--- src/pmc_params.svh ---
// Constants of the power mode controller: offsets, fields, resets, timing.
// Assumes a 50 MHz system clock and an AXI4-Lite register port.
`ifndef PMC_PARAMS_SVH
`define PMC_PARAMS_SVH

// ****************************************************************
// Register byte offsets
// ****************************************************************
`define PMC_AXI_AW 8
`define PMC_OFF_MODE 8'h00
`define PMC_OFF_ACT_TMPL 8'h04
`define PMC_OFF_ALT_TMPL 8'h08
`define PMC_OFF_WAKE_EN 8'h0c
`define PMC_OFF_CTW_PERIOD 8'h10
`define PMC_OFF_INT_STAT 8'h14
`define PMC_OFF_INT_MASK 8'h18
`define PMC_RESP_OKAY 2'b00
`define PMC_RESP_SLVERR 2'b10

// ****************************************************************
// Fields and reset values
// ****************************************************************
`define PMC_MODE_BUSY_BIT 2
`define PMC_MODE_LAST_LSB 8
`define PMC_NRES 8
`define PMC_RES_CPU 0
`define PMC_SLEEP_KEEP 32'h0000_0006
`define PMC_ACT_TMPL_RST 32'h0000_00ff
`define PMC_ALT_TMPL_RST 32'h0000_00fe
`define PMC_NWAKE 7
`define PMC_WK_CTW 4
`define PMC_WAKE_EN_RST 7'h7f
`define PMC_SLEEP_WAKE_MASK 7'h3f
`define PMC_HIB_WAKE_MASK 7'h02
`define PMC_CTW_W 16
`define PMC_NINT 4
`define PMC_INT_WAKE 0
`define PMC_INT_RSTWAKE 1
`define PMC_INT_ABORT 2
`define PMC_INT_CTW 3

// ****************************************************************
// Timing
// ****************************************************************
`define PMC_CLK_NS 20
`define PMC_SLEEP_WAKE_NS 15000
`define PMC_SLEEP_WAKE_CYC (`PMC_SLEEP_WAKE_NS / `PMC_CLK_NS)
`define PMC_HIB_WAKE_NS 100000
`define PMC_HIB_WAKE_CYC (`PMC_HIB_WAKE_NS / `PMC_CLK_NS - 1)
`define PMC_ENTRY_CYC 3'h4
`define PMC_RS_W 13

`endif

--- src/pmc_pkg.sv ---
// Types shared by the power mode controller files.
// Assumes nothing beyond a SystemVerilog compiler.
package pmc_pkg;
  typedef enum logic [1:0] {
    MODE_ACTIVE = 2'b00,
    MODE_ALT = 2'b01,
    MODE_SLEEP = 2'b10,
    MODE_HIB = 2'b11
  } mode_t;
  typedef enum logic [2:0] {
    ST_ACT = 3'b000,
    ST_ALT = 3'b001,
    ST_ENTER = 3'b010,
    ST_SLEEP = 3'b011,
    ST_HIB = 3'b100,
    ST_RESUME = 3'b101
  } state_t;
endpackage

--- src/cycle_timer.sv ---
// Down-counting timer, one-shot or periodic, with a one-cycle done pulse.
// Assumes start, clear and hold are synchronous to clk.
`timescale 1ns/100ps
module cycle_timer #(
  parameter int W = 16
) (
  input wire logic clk,
  input wire logic rst_n,
  input wire logic start,
  input wire logic clear,
  input wire logic hold,
  input wire logic periodic,
  input wire logic [W-1:0] len,
  output logic done_r,
  output logic busy_r
);
  logic [W-1:0] cnt_r;

  if (W < 2) begin : g_chk
    $error("cycle_timer needs W of at least 2");
  end

  always_ff @(posedge clk or negedge rst_n) begin
    if (!rst_n) begin
      cnt_r <= '0;
      busy_r <= 1'b0;
      done_r <= 1'b0;
    end else begin
      done_r <= 1'b0;
      if (clear) begin
        cnt_r <= '0;
        busy_r <= 1'b0;
      end else if (start && len != '0) begin
        cnt_r <= len;
        busy_r <= 1'b1;
      end else if (busy_r && !hold) begin
        if (cnt_r == {{(W-1){1'b0}}, 1'b1}) begin
          done_r <= 1'b1;
          cnt_r <= len;
          busy_r <= periodic && len != '0;
        end else begin
          cnt_r <= cnt_r - 1'b1;
        end
      end
    end
  end

  a_timer_expiry: assert property (@(posedge clk) disable iff (!rst_n)
    busy_r && !hold && !clear && !start && cnt_r == 1 |=> done_r)
    else $error("timer did not expire on its last count");
endmodule // cycle_timer

--- src/power_mode_controller.sv ---
// Global power mode controller with an AXI4-Lite register port.
// Assumes wake and reset event inputs are synchronous to clk.
//
// Added by the designer: the AXI4-Lite slave port and the register offsets.
`timescale 1ns/100ps
`include "pmc_params.svh"
module power_mode_controller
  import pmc_pkg::*;
#(
  parameter int NRES = `PMC_NRES,
  parameter int HIB_WAKE_CYC = `PMC_HIB_WAKE_CYC
) (
  input wire logic clk,
  input wire logic rst_n,
  input wire logic [`PMC_AXI_AW-1:0] awaddr,
  input wire logic awvalid,
  output logic awready,
  input wire logic [31:0] wdata,
  input wire logic [3:0] wstrb,
  input wire logic wvalid,
  output logic wready,
  output logic [1:0] bresp,
  output logic bvalid,
  input wire logic bready,
  input wire logic [`PMC_AXI_AW-1:0] araddr,
  input wire logic arvalid,
  output logic arready,
  output logic [31:0] rdata,
  output logic [1:0] rresp,
  output logic rvalid,
  input wire logic rready,
  input wire logic [`PMC_NWAKE-1:0] wake_src,
  input wire logic external_reset_pin,
  input wire logic watchdog_reset_source,
  input wire logic precision_reset,
  output mode_t power_mode,
  output logic [NRES-1:0] res_clk_en,
  output logic [NRES-1:0] res_bias_en,
  output logic clk_run,
  output logic pin_hold,
  output logic irq
);
  localparam int RS_W = `PMC_RS_W;
  localparam int SLP_LEN = `PMC_SLEEP_WAKE_CYC - 1;
  localparam int HIB_LEN = HIB_WAKE_CYC - 1;

  if (NRES < 1 || NRES > 32 || HIB_WAKE_CYC < 2 ||
      HIB_WAKE_CYC >= (1 << RS_W)) begin : g_chk
    $error("power_mode_controller parameter out of range");
  end

  // ****************************************************************
  // AXI4-Lite channels
  // ****************************************************************
  logic awready_r, wready_r, bvalid_r, arready_r, rvalid_r;
  logic aw_have_r, w_have_r;
  logic [`PMC_AXI_AW-1:0] awaddr_r;
  logic [31:0] wdata_r, rdata_r, wmask, cur_w, wval;
  logic [3:0] wstrb_r;
  logic [1:0] bresp_r, rresp_r;
  logic wr_fire, wr_hit, rd_hit;
  logic [31:0] rd_word;

  always_ff @(posedge clk or negedge rst_n) begin
    if (!rst_n) begin
      awready_r <= 1'b1;
      aw_have_r <= 1'b0;
      awaddr_r <= '0;
    end else if (awvalid && awready_r) begin
      awaddr_r <= awaddr;
      aw_have_r <= 1'b1;
      awready_r <= 1'b0;
    end else if (bvalid_r && bready) begin
      aw_have_r <= 1'b0;
      awready_r <= 1'b1;
    end
  end

  always_ff @(posedge clk or negedge rst_n) begin
    if (!rst_n) begin
      wready_r <= 1'b1;
      w_have_r <= 1'b0;
      wdata_r <= '0;
      wstrb_r <= '0;
    end else if (wvalid && wready_r) begin
      wdata_r <= wdata;
      wstrb_r <= wstrb;
      w_have_r <= 1'b1;
      wready_r <= 1'b0;
    end else if (bvalid_r && bready) begin
      w_have_r <= 1'b0;
      wready_r <= 1'b1;
    end
  end

  assign wr_fire = aw_have_r && w_have_r && !bvalid_r;
  assign wmask = {{8{wstrb_r[3]}}, {8{wstrb_r[2]}},
                  {8{wstrb_r[1]}}, {8{wstrb_r[0]}}};

  always_ff @(posedge clk or negedge rst_n) begin
    if (!rst_n) begin
      bvalid_r <= 1'b0;
      bresp_r <= `PMC_RESP_OKAY;
    end else if (wr_fire) begin
      bvalid_r <= 1'b1;
      bresp_r <= wr_hit ? `PMC_RESP_OKAY : `PMC_RESP_SLVERR;
    end else if (bready) begin
      bvalid_r <= 1'b0;
    end
  end

  always_ff @(posedge clk or negedge rst_n) begin
    if (!rst_n) begin
      arready_r <= 1'b1;
      rvalid_r <= 1'b0;
      rdata_r <= '0;
      rresp_r <= `PMC_RESP_OKAY;
    end else if (arvalid && arready_r) begin
      rdata_r <= rd_hit ? rd_word : 32'h0000_0000;
      rresp_r <= rd_hit ? `PMC_RESP_OKAY : `PMC_RESP_SLVERR;
      rvalid_r <= 1'b1;
      arready_r <= 1'b0;
    end else if (rvalid_r && rready) begin
      rvalid_r <= 1'b0;
      arready_r <= 1'b1;
    end
  end

  // ****************************************************************
  // Register file
  // ****************************************************************
  state_t state_r, state_nxt;
  mode_t mode_r, mode_nxt;
  logic [NRES-1:0] act_tmpl_r, alt_tmpl_r;
  logic [`PMC_NWAKE-1:0] wake_en_r, last_wake_r;
  logic [`PMC_CTW_W-1:0] ctw_period_r;
  logic [`PMC_NINT-1:0] int_stat_r, int_mask_r, int_set;

  function automatic logic [32:0] reg_word(
    input logic [`PMC_AXI_AW-1:0] a);
    logic [31:0] v;
    logic hit;
    v = '0;
    hit = 1'b1;
    case (a)
      `PMC_OFF_MODE: begin
        v[1:0] = mode_r;
        v[`PMC_MODE_BUSY_BIT] = state_r == ST_ENTER ||
                                state_r == ST_RESUME;
        v[`PMC_MODE_LAST_LSB +: `PMC_NWAKE] = last_wake_r;
      end
      `PMC_OFF_ACT_TMPL: v[NRES-1:0] = act_tmpl_r;
      `PMC_OFF_ALT_TMPL: v[NRES-1:0] = alt_tmpl_r;
      `PMC_OFF_WAKE_EN: v[`PMC_NWAKE-1:0] = wake_en_r;
      `PMC_OFF_CTW_PERIOD: v[`PMC_CTW_W-1:0] = ctw_period_r;
      `PMC_OFF_INT_STAT: v[`PMC_NINT-1:0] = int_stat_r;
      `PMC_OFF_INT_MASK: v[`PMC_NINT-1:0] = int_mask_r;
      default: hit = 1'b0;
    endcase
    return {hit, v};
  endfunction

  // The lookup reads register state inside a function. A continuous
  // assignment would only wake on the address, so a repeated read of one
  // address would return a stale word.
  always_comb begin
    {rd_hit, rd_word} = reg_word(araddr);
  end

  always_comb begin
    {wr_hit, cur_w} = reg_word(awaddr_r);
  end
  assign wval = (cur_w & ~wmask) | (wdata_r & wmask);

  function automatic logic wr_to(input logic [`PMC_AXI_AW-1:0] off);
    return wr_fire && awaddr_r == off;
  endfunction

  // ****************************************************************
  // Wake sources
  // ****************************************************************
  logic ctw_tick, ctw_busy, rs_done;
  logic [`PMC_NWAKE-1:0] src, en_src;
  logic rst_any, wake_run, wake_slp, wake_hib, wake_now, rst_now;
  logic [2:0] enter_cnt_r;
  mode_t target_r;
  logic req_v, ctw_wr;

  assign src = wake_src | (`PMC_NWAKE'(ctw_tick) << `PMC_WK_CTW);
  assign en_src = src & wake_en_r;
  assign rst_any = external_reset_pin || watchdog_reset_source ||
                   precision_reset;
  assign wake_run = |en_src || rst_any;
  assign wake_slp = |(en_src & `PMC_SLEEP_WAKE_MASK) || rst_any;
  assign wake_hib = |(en_src & `PMC_HIB_WAKE_MASK) ||
                    external_reset_pin;

  always_comb begin
    wake_now = 1'b0;
    rst_now = 1'b0;
    case (state_r)
      ST_ACT, ST_ALT, ST_ENTER: begin
        wake_now = wake_run;
        rst_now = rst_any;
      end
      ST_SLEEP: begin
        wake_now = wake_slp;
        rst_now = rst_any;
      end
      ST_HIB: begin
        wake_now = wake_hib;
        rst_now = external_reset_pin;
      end
      default: ;
    endcase
  end

  // Decoded in the open here, since a constant function argument would
  // leave a continuous assignment with nothing to wake it.
  assign req_v = wr_fire && awaddr_r == `PMC_OFF_MODE && wstrb_r[0];
  assign ctw_wr = wr_fire && awaddr_r == `PMC_OFF_CTW_PERIOD;

  // ****************************************************************
  // Mode sequencer
  // ****************************************************************
  always_comb begin
    state_nxt = state_r;
    mode_nxt = mode_r;
    case (state_r)
      ST_ACT, ST_ALT: begin
        if (wake_now) begin
          state_nxt = ST_ACT;
        end else if (req_v) begin
          case (mode_t'(wdata_r[1:0]))
            MODE_ACTIVE: state_nxt = ST_ACT;
            MODE_ALT: state_nxt = ST_ALT;
            default: state_nxt = ST_ENTER;
          endcase
        end
      end
      ST_ENTER: begin
        if (wake_now) begin
          state_nxt = ST_ACT;
        end else if (enter_cnt_r == 3'h1) begin
          state_nxt = target_r == MODE_HIB ? ST_HIB : ST_SLEEP;
        end
      end
      ST_SLEEP, ST_HIB: begin
        if (wake_now) begin
          state_nxt = ST_RESUME;
        end
      end
      ST_RESUME: begin
        if (rs_done) begin
          state_nxt = ST_ACT;
        end
      end
      default: state_nxt = ST_ACT;
    endcase
    case (state_nxt)
      ST_ACT: mode_nxt = MODE_ACTIVE;
      ST_ALT: mode_nxt = MODE_ALT;
      ST_SLEEP: mode_nxt = MODE_SLEEP;
      ST_HIB: mode_nxt = MODE_HIB;
      default: mode_nxt = mode_r;
    endcase
  end

  always_ff @(posedge clk or negedge rst_n) begin
    if (!rst_n) begin
      state_r <= ST_ACT;
      mode_r <= MODE_ACTIVE;
    end else begin
      state_r <= state_nxt;
      mode_r <= mode_nxt;
    end
  end

  // Entry takes a few cycles so a late wake can still cancel it.
  always_ff @(posedge clk or negedge rst_n) begin
    if (!rst_n) begin
      enter_cnt_r <= '0;
      target_r <= MODE_SLEEP;
    end else if (state_r != ST_ENTER && state_nxt == ST_ENTER) begin
      enter_cnt_r <= `PMC_ENTRY_CYC;
      target_r <= mode_t'(wdata_r[1:0]);
    end else if (enter_cnt_r != 3'h0) begin
      enter_cnt_r <= enter_cnt_r - 3'h1;
    end
  end

  cycle_timer #(.W(RS_W)) u_resume (
    .clk(clk),
    .rst_n(rst_n),
    .start(state_nxt == ST_RESUME && state_r != ST_RESUME),
    .clear(1'b0),
    .hold(1'b0),
    .periodic(1'b0),
    .len(state_r == ST_HIB ? RS_W'(HIB_LEN) : RS_W'(SLP_LEN)),
    .done_r(rs_done),
    .busy_r()
  );

  // The timewheel stands still in hibernate because no clocks run there.
  cycle_timer #(.W(`PMC_CTW_W)) u_timewheel (
    .clk(clk),
    .rst_n(rst_n),
    .start(!ctw_busy && ctw_period_r != '0),
    .clear(ctw_period_r == '0 || ctw_wr),
    .hold(state_r == ST_HIB),
    .periodic(1'b1),
    .len(ctw_period_r),
    .done_r(ctw_tick),
    .busy_r(ctw_busy)
  );

  // ****************************************************************
  // Templates and software registers
  // ****************************************************************
  always_ff @(posedge clk or negedge rst_n) begin
    if (!rst_n) begin
      act_tmpl_r <= NRES'(`PMC_ACT_TMPL_RST);
    end else begin
      if (wr_to(`PMC_OFF_ACT_TMPL)) begin
        act_tmpl_r <= wval[NRES-1:0];
      end
      if (wake_now) begin
        act_tmpl_r[`PMC_RES_CPU] <= 1'b1;
      end
    end
  end

  always_ff @(posedge clk or negedge rst_n) begin
    if (!rst_n) begin
      alt_tmpl_r <= NRES'(`PMC_ALT_TMPL_RST);
      wake_en_r <= `PMC_WAKE_EN_RST;
      ctw_period_r <= '0;
      int_mask_r <= '0;
    end else begin
      if (wr_to(`PMC_OFF_ALT_TMPL)) alt_tmpl_r <= wval[NRES-1:0];
      if (wr_to(`PMC_OFF_WAKE_EN)) wake_en_r <= wval[`PMC_NWAKE-1:0];
      if (wr_to(`PMC_OFF_CTW_PERIOD)) begin
        ctw_period_r <= wval[`PMC_CTW_W-1:0];
      end
      if (wr_to(`PMC_OFF_INT_MASK)) int_mask_r <= wval[`PMC_NINT-1:0];
    end
  end

  always_comb begin
    int_set = '0;
    int_set[`PMC_INT_WAKE] = wake_now && state_r != ST_ACT;
    int_set[`PMC_INT_RSTWAKE] = rst_now;
    int_set[`PMC_INT_ABORT] = wake_now && state_r == ST_ENTER;
    int_set[`PMC_INT_CTW] = ctw_tick;
  end

  // A status event in the same cycle as its clear keeps the bit set.
  always_ff @(posedge clk or negedge rst_n) begin
    if (!rst_n) begin
      int_stat_r <= '0;
      last_wake_r <= '0;
    end else begin
      int_stat_r <= (int_stat_r & ~({`PMC_NINT{wr_to(`PMC_OFF_INT_STAT)}}
                    & wdata_r[`PMC_NINT-1:0] & wmask[`PMC_NINT-1:0]))
                    | int_set;
      if (wake_now && state_r != ST_ACT) last_wake_r <= en_src;
    end
  end

  // ****************************************************************
  // Power gating outputs
  // ****************************************************************
  logic [NRES-1:0] res_want_r, res_want;
  logic clk_run_r, pin_hold_r, irq_r;

  always_comb begin
    case (state_r)
      ST_SLEEP: res_want = NRES'(`PMC_SLEEP_KEEP);
      ST_HIB, ST_RESUME: res_want = '0;
      default: res_want = mode_r == MODE_ALT ? alt_tmpl_r
                                             : act_tmpl_r;
    endcase
  end

  always_ff @(posedge clk or negedge rst_n) begin
    if (!rst_n) begin
      res_want_r <= '0;
      clk_run_r <= 1'b1;
      pin_hold_r <= 1'b0;
      irq_r <= 1'b0;
    end else begin
      res_want_r <= res_want;
      clk_run_r <= state_nxt != ST_HIB;
      pin_hold_r <= state_nxt == ST_HIB;
      irq_r <= |(int_stat_r & int_mask_r);
    end
  end

  for (genvar i = 0; i < NRES; i++) begin : g_gate
    resource_gate u_gate (
      .clk(clk),
      .rst_n(rst_n),
      .want(res_want_r[i]),
      .clk_en_r(res_clk_en[i]),
      .bias_en_r(res_bias_en[i])
    );
  end

  assign awready = awready_r;
  assign wready = wready_r;
  assign bvalid = bvalid_r;
  assign bresp = bresp_r;
  assign arready = arready_r;
  assign rvalid = rvalid_r;
  assign rdata = rdata_r;
  assign rresp = rresp_r;
  assign power_mode = mode_r;
  assign clk_run = clk_run_r;
  assign pin_hold = pin_hold_r;
  assign irq = irq_r;

  // ****************************************************************
  // Checks
  // ****************************************************************
  a_alt_wake_act: assert property (@(posedge clk) disable iff (!rst_n)
    state_r == ST_ALT && wake_run |=> mode_r == MODE_ACTIVE)
    else $error("wake in alternate mode did not restore active");
  a_cpu_reenable: assert property (@(posedge clk) disable iff (!rst_n)
    wake_now |=> act_tmpl_r[`PMC_RES_CPU])
    else $error("wake did not re-enable the cpu");
  a_sleep_gating: assert property (@(posedge clk) disable iff (!rst_n)
    state_r == ST_SLEEP |=> res_want_r == NRES'(`PMC_SLEEP_KEEP))
    else $error("sleep did not gate resources");
  a_hib_clk_stop: assert property (@(posedge clk) disable iff (!rst_n)
    state_r == ST_HIB |-> !clk_run_r && pin_hold_r)
    else $error("hibernate left clocks running");
  a_hib_pin_hold: assert property (@(posedge clk) disable iff (!rst_n)
    $rose(pin_hold_r) |-> mode_r == MODE_HIB)
    else $error("pins held outside hibernate");
  a_sleep_resume: assert property (@(posedge clk) disable iff (!rst_n)
    state_r == ST_RESUME && $past(state_r) == ST_SLEEP
    |-> ##[1:750] state_r == ST_ACT)
    else $error("sleep resume too slow");
  a_hib_pin_only: assert property (@(posedge clk) disable iff (!rst_n)
    state_r == ST_HIB && !(|(src & wake_en_r & `PMC_HIB_WAKE_MASK))
    && !external_reset_pin |=> state_r == ST_HIB)
    else $error("hibernate left without pin wake");
  a_entry_abort: assert property (@(posedge clk) disable iff (!rst_n)
    state_r == ST_ENTER && wake_run |=> state_r == ST_ACT)
    else $error("wake did not abandon entry");
  a_sleep_by_write: assert property (@(posedge clk) disable iff (!rst_n)
    $rose(state_r == ST_SLEEP) |-> $past(state_r) == ST_ENTER)
    else $error("sleep entered without a request");
endmodule // power_mode_controller

--- src/resource_gate.sv ---
// Power gate for one resource: analog bias and digital clock enable.
// Assumes the wanted state is a registered level from the controller.
`timescale 1ns/100ps
module resource_gate (
  input wire logic clk,
  input wire logic rst_n,
  input wire logic want,
  output logic clk_en_r,
  output logic bias_en_r
);
  // Bias comes up a cycle before the clock and drops a cycle after it,
  // so a resource never runs clocked without its bias.
  always_ff @(posedge clk or negedge rst_n) begin
    if (!rst_n) begin
      clk_en_r <= 1'b0;
      bias_en_r <= 1'b0;
    end else begin
      clk_en_r <= want && bias_en_r;
      bias_en_r <= want || clk_en_r;
    end
  end

  a_clk_needs_bias: assert property (@(posedge clk) disable iff (!rst_n)
    clk_en_r |-> bias_en_r)
    else $error("resource clocked without bias");
endmodule // resource_gate

--- config.mk ---
export PLATFORM = sky130hd
export DESIGN_NAME = power_mode_controller
export DESIGN_NICKNAME = d
export VERILOG_FILES = /design/src/pmc_pkg.sv /design/src/cycle_timer.sv /design/src/power_mode_controller.sv /design/src/resource_gate.sv
export VERILOG_INCLUDE_DIRS = /design/src /design/src/src
export SDC_FILE = /design/constraint.sdc
export NUM_CORES = 1
export LEC_CHECK = 0
export ABC_AREA = 0
export BUFFER_PORTS_ARGS = -buffer_cell sky130_fd_sc_hd__buf_2
export CAP_MARGIN = 20
export CORE_AREA = 3 3 109 190
export CTS_BUF_LIST = sky130_fd_sc_hd__clkbuf_2 sky130_fd_sc_hd__clkbuf_4 sky130_fd_sc_hd__clkbuf_8
export DETAILED_ROUTE_END_ITERATION = 12
export DIE_AREA = 0 0 112 193
export MAX_ROUTING_LAYER = met4
export PLACE_DENSITY = 0.66
export SLEW_MARGIN = 20
export SYNTH_ARGS = -nofsm -noshare
export SYNTH_HDL_FRONTEND = slang
export SYNTH_SLANG_ARGS = --single-unit
--- constraint.sdc ---
create_clock -name clk -period 2.35 [get_ports clk]
set_input_delay 0.47 -clock clk [delete_from_list [all_inputs] [get_ports clk]]
set_output_delay 0.47 -clock clk [all_outputs]
set_load 0.02 [all_outputs]
==> qor.yml <==
setup_path:
  rrSetupSlack_ns: 0.06
  worst-endpoint-required_ns: 2.72
  timing_worst_setup_path_type: "reg -> reg"
  cp_slowest_stage_delay_ns: 0.50
  critical_path.endpoint: "u_timewheel.cnt_r[11]"
  cp_num_cells: 6
  reg2regPathDepth: 6
  path_cells: "nor4_2 -> a41oi_1 -> a31o_2 -> and2_1 -> o21ai_0 -> a21oi_1"
  rr_startpoint: "ctw_period_r[11]"
  cp_max_stage_cell: "sky130_fd_sc_hd__nor4_2"
  critical-path-top-delay-family: "compound AO/OA/AOI/OAI gates"
  critPathMaxFanout: 26
  worst_setup_path_start_kind: "flop"
  worstPathBufferInverterCount: 0
  first_element_of_the_critical_path: "ctw_period_r[11]"
  endpoint_kind: "flop"
  critPathArrivalTime_ns: 2.66
  regToRegEndpoint: "u_timewheel.cnt_r[11]"
power_and_ir_drop:
  ir_worst_vdd_v: 0.0005449
  power_mw: 10.94
  static-leakage-power_nw: 4.781
  power_density_nw_per_um2: 1055
final_layout:
  num-fill-cells: 1790
  num_antenna_cells: 0
  synthToLayoutAreaGrowth_pct: 17.38
  drive_gt1_share_pct: 29.17
  fin_util_pct: 54.04
  finish.instance_area_um2: 10380
  fin_cells: 1290
  finish.net_count: 1112
synthesis:
  postSynth.asyncResetShare_pct: 100.0
  synth_enable_flop_cells: 0
  synthFlopType: "sky130_fd_sc_hd__dfrtp_1"
  post_synth_inst_count: 900
  synth-warning-count: 0
  mappedNetlistArea_um2: 8838
  synth-seq-cells: 175
  post_synth_num_cell_types: 72
  seq_area_frac_synth_pct: 49.93
  syn_avg_cell_area_um2: 9.821
sta:
  drv_slew: 0
  postLayoutSetupSlackWorst_ns: 0.06183
  clock-skew-final_ns: 0.01200
  achievable-frequency_ghz: 0.4370
  totalNegativeSetupSlack_ns: 0
  timing.max_slew.rel_slack_pct: 56.14
  timing.final.hold_violations: 0
  post-route-period-util_pct: 97.37
  least_margin_pin_slew_ns: 0.6579
  setup_violations: 0
  period_needed_ns: 2.288
  finalHoldWorstSlack_ns: 0.1468
clock_tree:
  numCtsBuffers: 17
  tritoncts: "done"
  clk_pin_slew_ns: 0.09
  buffer_count_from_post_cts_setup_fixing: 0
  clock_tree.root_cell: "sky130_fd_sc_hd__clkbuf_8"
  clock_tree.buffer_depth: 2
  cts.sinks: 175
  clk-insertion-delay-late_ns: 0.48
  h_tree_depth: 4
route:
  drt_drc_violations_left: 0
  final_antenna_net_count: 0
  num_vias: 7326
  drt_iter0_markers: 505
  drt-vias-per-instance: 5.679
  wl_cell_um: 19.22
  drt_wl_total_um: 24800
  drt_pre_antenna_iters: 5
grt:
  first_pass_grt_wire_length_um: 38490
  grt_start_max_net_pins: 56
  track_usage_pct: 23.82
  grt_antenna_before_repair: 0
  first_global_vias: 7188
  global_route.overflow_total: 0
placed_design:
  place_hpwl_um: 19200
  io_buffers: 94
  detailedPlace.worstSlack_ns: 0.04128
  global_placer_s_final_weighted_congestion: 0.9814
  dp.cells: 1257
  postPlaceCellArea_um2: 9898
floorplan:
  placeableCoreArea_um2: 19200
  chipWidth_um: 112
  initial_utilization_pct: 46.04
  die_area_um2: 21620
  num_io_pins: 131
  placement_row_count: 67
  die_height_um: 193
status:
  status: "completed"
min_path:
  hp-class: "in -> reg"
run:
  drv_cap: 0
-- Yosys cell counts (4+ instances only) --
cell                       number  area share [%]
sky130_fd_sc_hd__buf_4         35             3.0
sky130_fd_sc_hd__and3_1         4            0.28
sky130_fd_sc_hd__or3_1          9            0.64
sky130_fd_sc_hd__o211ai_1       4            0.34
sky130_fd_sc_hd__or2_2         11            0.78
sky130_fd_sc_hd__mux4_2         5             1.3
sky130_fd_sc_hd__a21o_1         6            0.51
sky130_fd_sc_hd__inv_1         18            0.76
sky130_fd_sc_hd__nor4_1        11            0.78
sky130_fd_sc_hd__dfstp_2       27             8.0
sky130_fd_sc_hd__nand2b_1       6            0.42
sky130_fd_sc_hd__dfrtp_1      148              42
sky130_fd_sc_hd__and3b_1        4            0.40
sky130_fd_sc_hd__o22ai_1        6            0.42
sky130_fd_sc_hd__mux2i_1       17             1.9
sky130_fd_sc_hd__a21oi_1       36             2.0
sky130_fd_sc_hd__a31oi_1        7            0.50
sky130_fd_sc_hd__clkbuf_1      26             1.1
sky130_fd_sc_hd__a22oi_1       24             2.0
sky130_fd_sc_hd__o21ai_0       93             5.3
sky130_fd_sc_hd__nor2_1        52             2.2
sky130_fd_sc_hd__a32o_1         5            0.57
sky130_fd_sc_hd__nand3_1       19             1.1
sky130_fd_sc_hd__nand4_1        8            0.57
sky130_fd_sc_hd__nor3_1        21             1.2
sky130_fd_sc_hd__a22o_1         7            0.69
sky130_fd_sc_hd__and2_1        15             1.1
sky130_fd_sc_hd__ha_1           7            0.99
sky130_fd_sc_hd__buf_2         10            0.57
sky130_fd_sc_hd__nor3b_1        5            0.42
sky130_fd_sc_hd__nor2b_1       12            0.85
sky130_fd_sc_hd__nand2_1      138             5.9
sky130_fd_sc_hd__mux2_2        44             5.6
-- state kept, by name, indices dropped and copies added (netlist names), 8 cells and up --
name / cells
act_tmpl_r: 8
alt_tmpl_r: 8
awaddr_r: 8
ctw_period_r: 16
g_gate.u_gate.bias_en_r: 8
g_gate.u_gate.clk_en_r: 8
rdata: 16
res_want_r: 8
u_resume.cnt_r: 13
u_timewheel.cnt_r: 16
wdata_r: 16
-- report_power, final --
| group | leakage (nW) | internal (mW) | switching (mW) |
|---|---|---|---|
| combinational | 2.35 | 1.83 | 2.49 |
| sequential | 2.21 | 3.67 | 0.569 |
| clock | 0.223 | 1.28 | 1.10 |
| total | 4.78 | 6.78 | 4.17 |
-- cell type report --
| cell class | instances | area, um2 | share of cell area [%] |
|---|---|---|---|
| sequential | 175 | 4413 | 42.53 |
| multi-input combinational | 650 | 4013 | 38.68 |
| timing repair buffer | 173 | 1122 | 10.82 |
| tap | 241 | 301.5 | 2.906 |
| clock buffer | 23 | 297.8 | 2.870 |
| clock inverter | 9 | 156.4 | 1.507 |
| inverter | 19 | 71.32 | 0.6874 |
-- routing by layer --
layer,wire [um],global-route usage (%),up-vias
li1,-,-,3449
met5,0,-,-
met2,13660,43.53,224
met4,1377,13.37,0
met1,8781,23.94,3562
met3,974,4.029,91
-- placed cells by master, fill, tap and decap left out, drive strengths merged, types with 7 or more instances in the layout --
master / n
nor3: 23
nand3: 19
or2: 12
buf: 172
mux2: 44
conb: 18
nand4: 8
and2: 15
a22oi: 24
o22ai: 7
nand2: 138
inv: 19
a22o: 7
mux2i: 17
dfrtp: 148
or3: 10
dfstp: 27
clkbuf: 23
nor2b: 12
a31oi: 8
nor4: 12
nor2: 52
a21oi: 36
ha: 7
o21ai: 93
-- what timing repair did --
item	in CTS	in global routing
endpoints found under the hold margin	40	0
hold buffers	1	0
endpoints found under the setup margin	0	6
gates resized for setup	0	2
-- cell families (layout without fill, tap and decap cells) --
family	Yosys count	in the layout	synth area share (%)
flops	175	175	49.93
mux	66	66	8.805
fa+ha+maj	7	7	0.9909
compound gates	223	223	16.03
simple gates	334	334	18.47
xor+xnor	2	2	0.1982
buf+inv	92	224	5.535
other cells	1	18	0.04243
-- worst min path at each step --
stage | start | endpoint | depth (start not counted)
after floorplan | rst_n | alt_tmpl_r[0] | 0
after global placement | res_want_r[6] | g_gate[6].u_gate.bias_en_r | 1
after detailed placement | g_gate[7].u_gate.clk_en_r | g_gate[7].u_gate.bias_en_r | 1
after CTS | wvalid | wready | 2
after global routing | wvalid | wready | 2
final | wvalid | wready | 2
No activity file was read; power rests on OpenSTA's default activity.
